$ cat src/include/dcf_pkg.sv
// constants shared by the dual-clock flag fifo and its staging buffer
// assumes one system clock samples every pin through two flip-flops
package dcf_pkg;
  localparam int DCF_DATA_W      = 18;
  localparam int DCF_OFS_W       = 12;
  localparam int DCF_DEPTH_DEF   = 64;
  localparam int DCF_STAGE_DEPTH = 8;
  localparam int DCF_SYNC_W      = 28;
  localparam logic [11:0] DCF_OFS_64   = 12'h007;
  localparam logic [11:0] DCF_OFS_256  = 12'h01f;
  localparam logic [11:0] DCF_OFS_512  = 12'h03f;
  localparam logic [11:0] DCF_OFS_BIG  = 12'h07f;
  localparam logic [17:0] DCF_WORD_RST = 18'h00000;

  // offset register walk: empty then full, gray order
  typedef enum logic {
    DCF_SEL_EMPTY = 1'b0,
    DCF_SEL_FULL  = 1'b1
  } dcf_sel_t;

  function automatic logic [11:0] dcf_ofs_default(input int depth);
    if (depth <= 64)
      return DCF_OFS_64;
    else if (depth <= 256)
      return DCF_OFS_256;
    else if (depth <= 512)
      return DCF_OFS_512;
    else
      return DCF_OFS_BIG;
  endfunction
endpackage

$ cat src/logic/dcf_fifo.sv
// dual-clock 18-bit fifo with programmable flags, plus its staging buffer
// assumes write and read clocks are pins, oversampled by ref_clk_i
`timescale 1ns/100ps

module dcf_stage_fifo #(
  parameter int W = 18,
  parameter int D = 8
) (
  // clock and reset
  input  wire logic         ref_clk_i,
  input  wire logic         rst_b_i,
  input  wire logic         flush_i,
  // filling side
  input  wire logic         in_valid_i,
  output logic              in_ready_o,
  input  wire logic [W-1:0] in_data_i,
  // draining side
  output logic              out_valid_o,
  input  wire logic         out_ready_i,
  output logic [W-1:0]      out_data_o
);
  localparam int AW = $clog2(D);
  logic [W-1:0]  mem [D];
  logic [AW-1:0] wa_reg;
  logic [AW-1:0] ra_reg;
  logic [AW:0]   cnt_reg;
  wire           push = in_valid_i & in_ready_o;
  wire           pop  = out_valid_o & out_ready_i;

  assign in_ready_o  = (cnt_reg != (AW+1)'(D));
  assign out_valid_o = (cnt_reg != '0);
  assign out_data_o  = mem[ra_reg];

  always_ff @(posedge ref_clk_i) begin
    if (push)
      mem[wa_reg] <= in_data_i;
  end

  always_ff @(posedge ref_clk_i or negedge rst_b_i) begin
    if (!rst_b_i) begin
      wa_reg  <= '0;
      ra_reg  <= '0;
      cnt_reg <= '0;
    end else if (flush_i) begin
      wa_reg  <= '0;
      ra_reg  <= '0;
      cnt_reg <= '0;
    end else begin
      if (push)
        wa_reg <= (wa_reg == AW'(D-1)) ? '0 : wa_reg + 1'b1;
      if (pop)
        ra_reg <= (ra_reg == AW'(D-1)) ? '0 : ra_reg + 1'b1;
      cnt_reg <= cnt_reg + (AW+1)'(push) - (AW+1)'(pop);
    end
  end
endmodule

module dcf_fifo
  import dcf_pkg::*;
#(
  parameter int DEPTH = DCF_DEPTH_DEF
) (
  // clock and reset
  input  wire logic                  ref_clk_i,
  input  wire logic                  rst_b_i,
  // write port pins
  input  wire logic                  write_clk_i,
  input  wire logic                  write_en_n_i,
  input  wire logic [DCF_DATA_W-1:0] input_word_i,
  // read port pins
  input  wire logic                  read_clk_i,
  input  wire logic                  read_en_n_i,
  input  wire logic                  out_en_n_i,
  input  wire logic                  read_token_i,
  output logic [DCF_DATA_W-1:0]      output_word_o,
  output logic                       output_word_oe_o,
  // control pins
  input  wire logic                  offset_program_sel_n_i,
  input  wire logic                  replay_pulse_i,
  input  wire logic                  flag_sync_select_i,
  input  wire logic                  master_clear_n_i,
  // flags
  output logic                       full_indicator_n_o,
  output logic                       empty_indicator_n_o,
  output logic                       near_empty_indicator_n_o,
  output logic                       near_full_indicator_n_o,
  output logic                       half_level_indicator_n_o
);
  import dcf_pkg::*;

  localparam int PW = $clog2(DEPTH) + 1;
  localparam int CW = ((PW > DCF_OFS_W) ? PW : DCF_OFS_W) + 1;
  localparam logic [PW-1:0] DEPTH_P = PW'(DEPTH);
  localparam logic [PW-1:0] HALF_P  = PW'(DEPTH / 2);
  localparam logic [11:0]   OFS_RST = dcf_ofs_default(DEPTH);

  function automatic logic [PW-1:0] bin2gray(input logic [PW-1:0] b);
    return b ^ (b >> 1);
  endfunction

  function automatic logic [PW-1:0] gray2bin(input logic [PW-1:0] g);
    logic [PW-1:0] b;
    b = '0;
    for (int i = PW - 1; i >= 0; i--) begin
      b[i] = g[i] ^ ((i == PW - 1) ? 1'b0 : b[i+1]);
    end
    return b;
  endfunction

  // every pin passes two flops; data lags exactly like its clock
  logic [DCF_SYNC_W-1:0] pin_s1_reg;
  logic [DCF_SYNC_W-1:0] pin_s2_reg;
  logic                  wclk_s3_reg;
  logic                  rclk_s3_reg;
  wire [DCF_SYNC_W-1:0]  pin_raw = {write_clk_i, read_clk_i, write_en_n_i,
                                    read_en_n_i, out_en_n_i, read_token_i,
                                    offset_program_sel_n_i, replay_pulse_i,
                                    flag_sync_select_i, master_clear_n_i,
                                    input_word_i};

  always_ff @(posedge ref_clk_i or negedge rst_b_i) begin
    if (!rst_b_i) begin
      pin_s1_reg  <= '0;
      pin_s2_reg  <= '0;
      wclk_s3_reg <= 1'b0;
      rclk_s3_reg <= 1'b0;
    end else begin
      pin_s1_reg  <= pin_raw;
      pin_s2_reg  <= pin_s1_reg;
      wclk_s3_reg <= pin_s2_reg[27];
      rclk_s3_reg <= pin_s2_reg[26];
    end
  end

  wire                  wen_s   = pin_s2_reg[25];
  wire                  ren_s   = pin_s2_reg[24];
  wire                  oe_n_s  = pin_s2_reg[23];
  wire                  token_s = pin_s2_reg[22];
  wire                  ld_n_s  = pin_s2_reg[21];
  wire                  rt_s    = pin_s2_reg[20];
  wire                  async_s = pin_s2_reg[19];
  wire                  clr_s   = ~pin_s2_reg[18];
  wire [DCF_DATA_W-1:0] din_s   = pin_s2_reg[17:0];
  wire                  wr_ev   = pin_s2_reg[27] & ~wclk_s3_reg;
  wire                  rd_ev   = pin_s2_reg[26] & ~rclk_s3_reg;

  // state
  logic [DCF_DATA_W-1:0] mem [DEPTH];
  logic [PW-1:0]         acc_ptr_reg;
  logic [PW-1:0]         wr_ptr_reg;
  logic [PW-1:0]         wr_gray_reg;
  logic [PW-1:0]         rd_ptr_reg;
  logic [11:0]           near_empty_distance_reg;
  logic [11:0]           near_full_distance_reg;
  dcf_sel_t              wsel_reg;
  dcf_sel_t              rsel_reg;
  logic [DCF_DATA_W-1:0] out_word_reg;
  logic                  out_oe_reg;
  logic                  full_n_reg;
  logic                  empty_n_reg;
  logic                  near_empty_n_reg;
  logic                  near_full_n_reg;
  logic                  half_n_reg;

  // staging buffer between pins and array
  logic                  stg_rdy;
  logic                  stg_vld;
  logic [DCF_DATA_W-1:0] stg_data;
  wire                   drain = stg_vld & ~rt_s;

  // write side, counts accepted words so full sees staged ones too
  wire [PW-1:0] acc_cnt  = acc_ptr_reg - rd_ptr_reg;
  wire          accept   = wr_ev & ~wen_s & ld_n_s & full_n_reg & stg_rdy
                           & (acc_cnt < DEPTH_P);
  wire          ofs_wr   = wr_ev & ~wen_s & ~ld_n_s;
  wire [PW-1:0] acc_next = acc_cnt + PW'(accept);

  // read side sees the committed pointer through its gray copy
  wire [PW-1:0] wr_seen  = gray2bin(wr_gray_reg);
  wire [PW-1:0] rd_cnt   = wr_seen - rd_ptr_reg;
  wire          ofs_rd   = rd_ev & ~ren_s & ~ld_n_s;
  wire          data_rd  = rd_ev & ~ren_s & ld_n_s & empty_n_reg
                           & (rd_cnt != '0);
  wire [PW-1:0] rd_next  = rd_ptr_reg + PW'(data_rd);
  wire [PW-1:0] rd_cnt_n = wr_seen - rd_next;

  // compare one bit wider than the offset: an offset may exceed the depth
  wire          pae_lvl  = ~(CW'(rd_cnt_n) <= CW'(near_empty_distance_reg));
  wire          paf_lvl  = ~((CW'(acc_next) + CW'(near_full_distance_reg))
                             >= CW'(DEPTH));

  dcf_stage_fifo #(
    .W (DCF_DATA_W),
    .D (DCF_STAGE_DEPTH)
  ) u_stage (
    .ref_clk_i   (ref_clk_i),
    .rst_b_i     (rst_b_i),
    .flush_i     (clr_s),
    .in_valid_i  (accept),
    .in_ready_o  (stg_rdy),
    .in_data_i   (din_s),
    .out_valid_o (stg_vld),
    .out_ready_i (~rt_s),
    .out_data_o  (stg_data)
  );

  always_ff @(posedge ref_clk_i) begin
    if (drain)
      mem[wr_ptr_reg[PW-2:0]] <= stg_data;
  end

  // pointers and offset registers
  always_ff @(posedge ref_clk_i or negedge rst_b_i) begin
    if (!rst_b_i) begin
      acc_ptr_reg             <= '0;
      wr_ptr_reg              <= '0;
      wr_gray_reg             <= '0;
      rd_ptr_reg              <= '0;
      near_empty_distance_reg <= OFS_RST;
      near_full_distance_reg  <= OFS_RST;
      wsel_reg                <= DCF_SEL_EMPTY;
      rsel_reg                <= DCF_SEL_EMPTY;
    end else if (clr_s) begin
      acc_ptr_reg             <= '0;
      wr_ptr_reg              <= '0;
      wr_gray_reg             <= '0;
      rd_ptr_reg              <= '0;
      near_empty_distance_reg <= OFS_RST;
      near_full_distance_reg  <= OFS_RST;
      wsel_reg                <= DCF_SEL_EMPTY;
      rsel_reg                <= DCF_SEL_EMPTY;
    end else begin
      acc_ptr_reg <= acc_ptr_reg + PW'(accept);
      wr_ptr_reg  <= wr_ptr_reg + PW'(drain);
      wr_gray_reg <= bin2gray(wr_ptr_reg);
      // replay rewinds read side only; valid up to depth writes
      if (rt_s)
        rd_ptr_reg <= '0;
      else
        rd_ptr_reg <= rd_next;
      if (ofs_wr) begin
        if (wsel_reg == DCF_SEL_EMPTY)
          near_empty_distance_reg <= din_s[DCF_OFS_W-1:0];
        else
          near_full_distance_reg <= din_s[DCF_OFS_W-1:0];
        wsel_reg <= dcf_sel_t'(~wsel_reg);
      end
      if (ofs_rd)
        rsel_reg <= dcf_sel_t'(~rsel_reg);
    end
  end

  // output register and drive
  always_ff @(posedge ref_clk_i or negedge rst_b_i) begin
    if (!rst_b_i) begin
      out_word_reg <= DCF_WORD_RST;
      out_oe_reg   <= 1'b0;
    end else begin
      out_oe_reg <= ~oe_n_s & token_s;
      if (clr_s)
        out_word_reg <= DCF_WORD_RST;
      else if (ofs_rd)
        out_word_reg <= (rsel_reg == DCF_SEL_EMPTY)
                        ? {6'h00, near_empty_distance_reg}
                        : {6'h00, near_full_distance_reg};
      else if (data_rd)
        out_word_reg <= mem[rd_ptr_reg[PW-2:0]];
    end
  end

  // flags; replay refreshes them from the rewound pointers
  always_ff @(posedge ref_clk_i or negedge rst_b_i) begin
    if (!rst_b_i) begin
      full_n_reg       <= 1'b1;
      empty_n_reg      <= 1'b0;
      near_empty_n_reg <= 1'b0;
      near_full_n_reg  <= 1'b1;
      half_n_reg       <= 1'b1;
    end else if (clr_s) begin
      full_n_reg       <= 1'b1;
      empty_n_reg      <= 1'b0;
      near_empty_n_reg <= 1'b0;
      near_full_n_reg  <= 1'b1;
      half_n_reg       <= 1'b1;
    end else begin
      if (wr_ev | rt_s)
        full_n_reg <= (acc_next != DEPTH_P);
      if (rd_ev | rt_s)
        empty_n_reg <= (rd_cnt_n != '0);
      if (async_s | rd_ev | rt_s)
        near_empty_n_reg <= pae_lvl;
      if (async_s | wr_ev | rt_s)
        near_full_n_reg <= paf_lvl;
      half_n_reg <= ~(acc_cnt > HALF_P);
    end
  end

  assign output_word_o            = out_word_reg;
  assign output_word_oe_o         = out_oe_reg;
  assign full_indicator_n_o       = full_n_reg;
  assign empty_indicator_n_o      = empty_n_reg;
  assign near_empty_indicator_n_o = near_empty_n_reg;
  assign near_full_indicator_n_o  = near_full_n_reg;
  assign half_level_indicator_n_o = half_n_reg;

  chk_full_blocks_write: assert property (
    @(posedge ref_clk_i) disable iff (!rst_b_i)
    (wr_ev && !full_n_reg && !clr_s) |=> $stable(acc_ptr_reg))
    else $error("write taken while full");

  chk_count_never_over: assert property (
    @(posedge ref_clk_i) disable iff (!rst_b_i)
    acc_cnt <= DEPTH_P)
    else $error("buffer count above depth");

  chk_empty_holds_word: assert property (
    @(posedge ref_clk_i) disable iff (!rst_b_i)
    (rd_ev && !empty_n_reg && ld_n_s && !clr_s) |=> $stable(out_word_reg))
    else $error("output word changed on empty read");

  chk_empty_on_edges: assert property (
    @(posedge ref_clk_i) disable iff (!rst_b_i)
    (!rd_ev && !rt_s && !clr_s) |=> $stable(empty_n_reg))
    else $error("empty flag moved off read edge");

  chk_full_on_edges: assert property (
    @(posedge ref_clk_i) disable iff (!rst_b_i)
    (!wr_ev && !rt_s && !clr_s) |=> $stable(full_n_reg))
    else $error("full flag moved off write edge");

  chk_drive_follows_ctl: assert property (
    @(posedge ref_clk_i) disable iff (!rst_b_i)
    ##1 (out_oe_reg == $past(~oe_n_s & token_s)))
    else $error("output drive does not follow control");

  chk_replay_rewinds: assert property (
    @(posedge ref_clk_i) disable iff (!rst_b_i)
    (rt_s && !clr_s) |=> (rd_ptr_reg == '0) && $stable(acc_ptr_reg))
    else $error("replay did not rewind read pointer");

  chk_offset_alternates: assert property (
    @(posedge ref_clk_i) disable iff (!rst_b_i)
    (ofs_wr && !clr_s) |=> (wsel_reg != $past(wsel_reg))
                           && $stable(acc_ptr_reg))
    else $error("offset write did not alternate");

  chk_clear_defaults: assert property (
    @(posedge ref_clk_i) disable iff (!rst_b_i)
    clr_s |=> (near_empty_distance_reg == OFS_RST)
              && (near_full_distance_reg == OFS_RST) && !empty_n_reg)
    else $error("master clear left state behind");

  chk_half_level: assert property (
    @(posedge ref_clk_i) disable iff (!rst_b_i)
    !clr_s |=> (half_n_reg == ($past(acc_cnt) <= HALF_P)))
    else $error("half flag wrong for count");
endmodule

$ cat config.mk
export PLATFORM = sky130hd
export DESIGN_NAME = dcf_fifo
export DESIGN_NICKNAME = d
export VERILOG_FILES = /design/src/include/dcf_pkg.sv /design/src/logic/dcf_fifo.sv
export SDC_FILE = /design/constraint.sdc
export NUM_CORES = 1
export LEC_CHECK = 0
export BUFFER_PORTS_ARGS = -buffer_cell sky130_fd_sc_hd__clkbuf_2
export CAP_MARGIN = 20
export CORE_ASPECT_RATIO = 1.5
export CORE_MARGIN = 2
export CORE_UTILIZATION = 35
export CTS_CLUSTER_DIAMETER = 200
export CTS_CLUSTER_SIZE = 25
export DETAILED_ROUTE_END_ITERATION = 10
export PLACE_DENSITY_LB_ADDON = 0.2
export REMOVE_ABC_BUFFERS = 1
export SLEW_MARGIN = 20
export SYNTH_ARGS = -nofsm -noshare
export SYNTH_HDL_FRONTEND = slang
export SYNTH_HIERARCHICAL = 1
export SYNTH_SLANG_ARGS = --single-unit
$ cat constraint.sdc
create_clock -name ref_clk_i -period 13.6 [get_ports ref_clk_i]
set_input_delay 2.72 -clock ref_clk_i [delete_from_list [all_inputs] [get_ports ref_clk_i]]
set_output_delay 2.72 -clock ref_clk_i [all_outputs]
set_load 0.03 [all_outputs]
==> metrics.txt <==
status finished clean; worst slew pin tran 1.058 ns; 1st-iter DRT viols 2219; fin crit period 6.652 ns; crit path DAT 7.30 ns; Cell Rows 181; Starting Density 35.21%; number of global-route vias before repair 28623; Post-DP HPWL 91120 um; Area Overhead vs Synth 8.818%; DRC 0; H-tree depth 3; FF+latch count, synth 1442; Max Cap Viol 0; clock skew 0.04165 ns; critical path class flip-flop to flip-flop; first drt pass iteration count 8; number of I/O pins 54; Max-slew headroom 29.44%; most common cell after layout, fill and taps aside edfxtp_1; Seq/Total Area, Yosys 74.69%; die height 498.3 um; Routed WL per cell 28.74 um; Fmax achieved 150.3 MHz; Total Nets Final 3064; Synth area leader edfxtp_1; Pleak 19.54 nW; post-CTS setup repair buffer count 0; Max Used Layer met4; Max FO, Critical Path 7; yosys warns 6; Hold Buf Count CTS 0; CTS Sinks 1442; initial antenna violation count 4; via count 27355; Std-Cell Core Area 0.1619 sq mm; Syn Inst Count 2866; Via density 5.355; Largest regs mem (1152), u_stage/mem (144); clock slew at reported path FFs 0.11 ns; R2R depth 25; post-CTS sizing 0; grt total ovfl 0; # setup viols final 0; Power, Total 8.466 mW; first-pass GRT wire length 211300 um; Power Dens Cells 136.5 mW/mm^2; Synth Flop Type edfxtp_1; layout cell share with drive strength beyond 1 19.62%; post-synth top area share 68.26%; TNS Setup 0 ns; post-route ant nets 0; Distinct cells, synth 67; WL met3 4971 um; critical path data required time 14.25 ns; die area 0.1662 sq mm; worst min-delay path category flip-flop to flip-flop; CTS buffer count 67; largest net degree at the start of global routing 105; CTS Buffer Depth 3; Most flops, register mem; worst-skew pair later-pin latency 0.71 ns; I/O Buffers 53; crit end category flip-flop; main area contributors after synthesis edfxtp_1 68%, mux4_2 11%, dfrtp_1 6.0%; RSZ-0062 raised after global routing false; M1 WL 59150 um; root buffer cell clkbuf_16; VDD IR max 0.0001063 V; WHS Path Cells 0; Mean Syn Cell Area 19.89 sq um; final max-slew violation count 0; CTS tree yes; GRT Total Usage 17.61%; die width 333.5 um; Synth Cell Area 0.05701 sq mm; FFs w/ async S/R, synth 10.12%; GPL Wtd Cong 0.8473; Period Utilization, post-route 48.91%; most frequent cells in the layout 1296 x edfxtp_1, 277 x mux4_2, 202 x nand2_1; crit path launch type flip-flop; Final Hold Viols 0; drt total wl 146800 um; EDFF count, synth 1296; max FFs per register 1152; met2 WL 78430 um
==> layout make-up <==
type | count | area (sq um)
Fill cell | 14501 | 99890
Antenna cell | 2 | 5.005
Timing Repair Buffer | 176 | 1244
Clock inverter | 5 | 66.31
Multi-Input combinational cell | 1236 | 13470
Tap cell | 2104 | 2633
Clock buffer | 96 | 1849
Sequential cell | 1442 | 42600
Inverter | 47 | 176.4
==> power by group <==
part	total (mW)	internal [mW]	switching (mW)
clock network	2.31	0.964	1.35
logic	0.870	0.193	0.677
registers	5.28	5.24	0.0414
==> cells in the mapped netlist, drive strengths merged (4+ instances only) <==
master / n
buf: 82
dfstp: 9
edfxtp: 1296
xnor2: 27
nand2b: 21
ha: 60
clkbuf: 59
dfrtp: 137
a2111oi: 4
a21oi: 26
a311oi: 11
or3b: 4
o21ai: 20
nor4: 7
nor2b: 14
mux2i: 109
o21a: 5
nor3: 14
and3: 25
a22oi: 40
and2: 23
mux4: 312
or3: 6
a221oi: 20
fa: 4
a32o: 6
o211a: 6
a211oi: 6
a31oi: 34
o32ai: 10
mux2: 19
nand3: 29
a41oi: 4
a21o: 4
xor2: 17
a311o: 4
nand2: 203
nor2: 119
inv: 46
==> worst paths after layout <==
kind / start / endpoint / slack (ns)
max: wr_gray_reg[6] / near_empty_indicator_n_o / 6.95
min: pin_s1_reg[22] / pin_s2_reg[22] / 0.35
max reg2reg: wr_gray_reg[6] / near_empty_indicator_n_o / 6.95
min reg2reg: pin_s1_reg[22] / pin_s2_reg[22] / 0.35
max in group asynchronous: rst_b_i / rd_ptr_reg[0] / 10.24
min in group asynchronous: rst_b_i / pin_s1_reg[17] / 1.97
==> layer usage <==
layer / GRT usage, % / vias to the layer above
met5: 0 / -
met4: 5.666 / 0
met3: 1.682 / 146
met2: 32.10 / 620
met1: 21.93 / 14890
li1: - / 11699
==> through the flow <==
stage	setup slack (ns)	cells	cell area (sq um)	util [%]	hold WS [ns]
after global placement	7.044	5003	60050	37.09	0.3417
after floorplan	-3.138	2725	56150	-	0.3312
final	6.948	5108	62040	38.31	0.3525
after global routing	6.533	5107	62030	38.31	0.3686
after CTS	6.931	5106	62020	38.30	0.3587
after detailed placement	6.973	5005	60100	37.12	0.3347
==> worst max-delay path: stages (launching register included) <==
cell	delay, ns
dfrtp_1	0.47
xnor3_1	0.42
xor2_2	0.19
xnor2_1	0.36
xor2_1	0.46
xnor2_1	0.24
ha_1	0.22
and3b_1	0.23
o211a_1	0.23
o2111ai_1	0.19
a41oi_1	0.08
a21oi_1	0.61
ha_1	0.31
nand3_1	0.12
or3_1	0.38
xnor2_1	0.16
ha_1	0.34
nor2_1	0.05
a311o_1	0.32
xnor2_1	0.29
ha_1	0.31
nand4_1	0.09
nor2_1	0.05
nor4_1	0.22
mux2i_1	0.11
a21oi_1	0.12
==> logic make-up (layout without fill, tap and decap cells) <==
logic type | Yosys count | count (layout) | share of synthesized area, %
xor+xnor | 45 | 45 | 0.7286
flops | 1442 | 1442 | 74.69
fa+ha+maj | 64 | 64 | 1.457
other cells | 0 | 2 | 0
simple gates | 476 | 476 | 3.760
compound gates | 211 | 211 | 2.702
buf+inv | 188 | 324 | 1.815
mux | 440 | 440 | 14.85
Note: power is estimated with default switching activity, not from simulation.
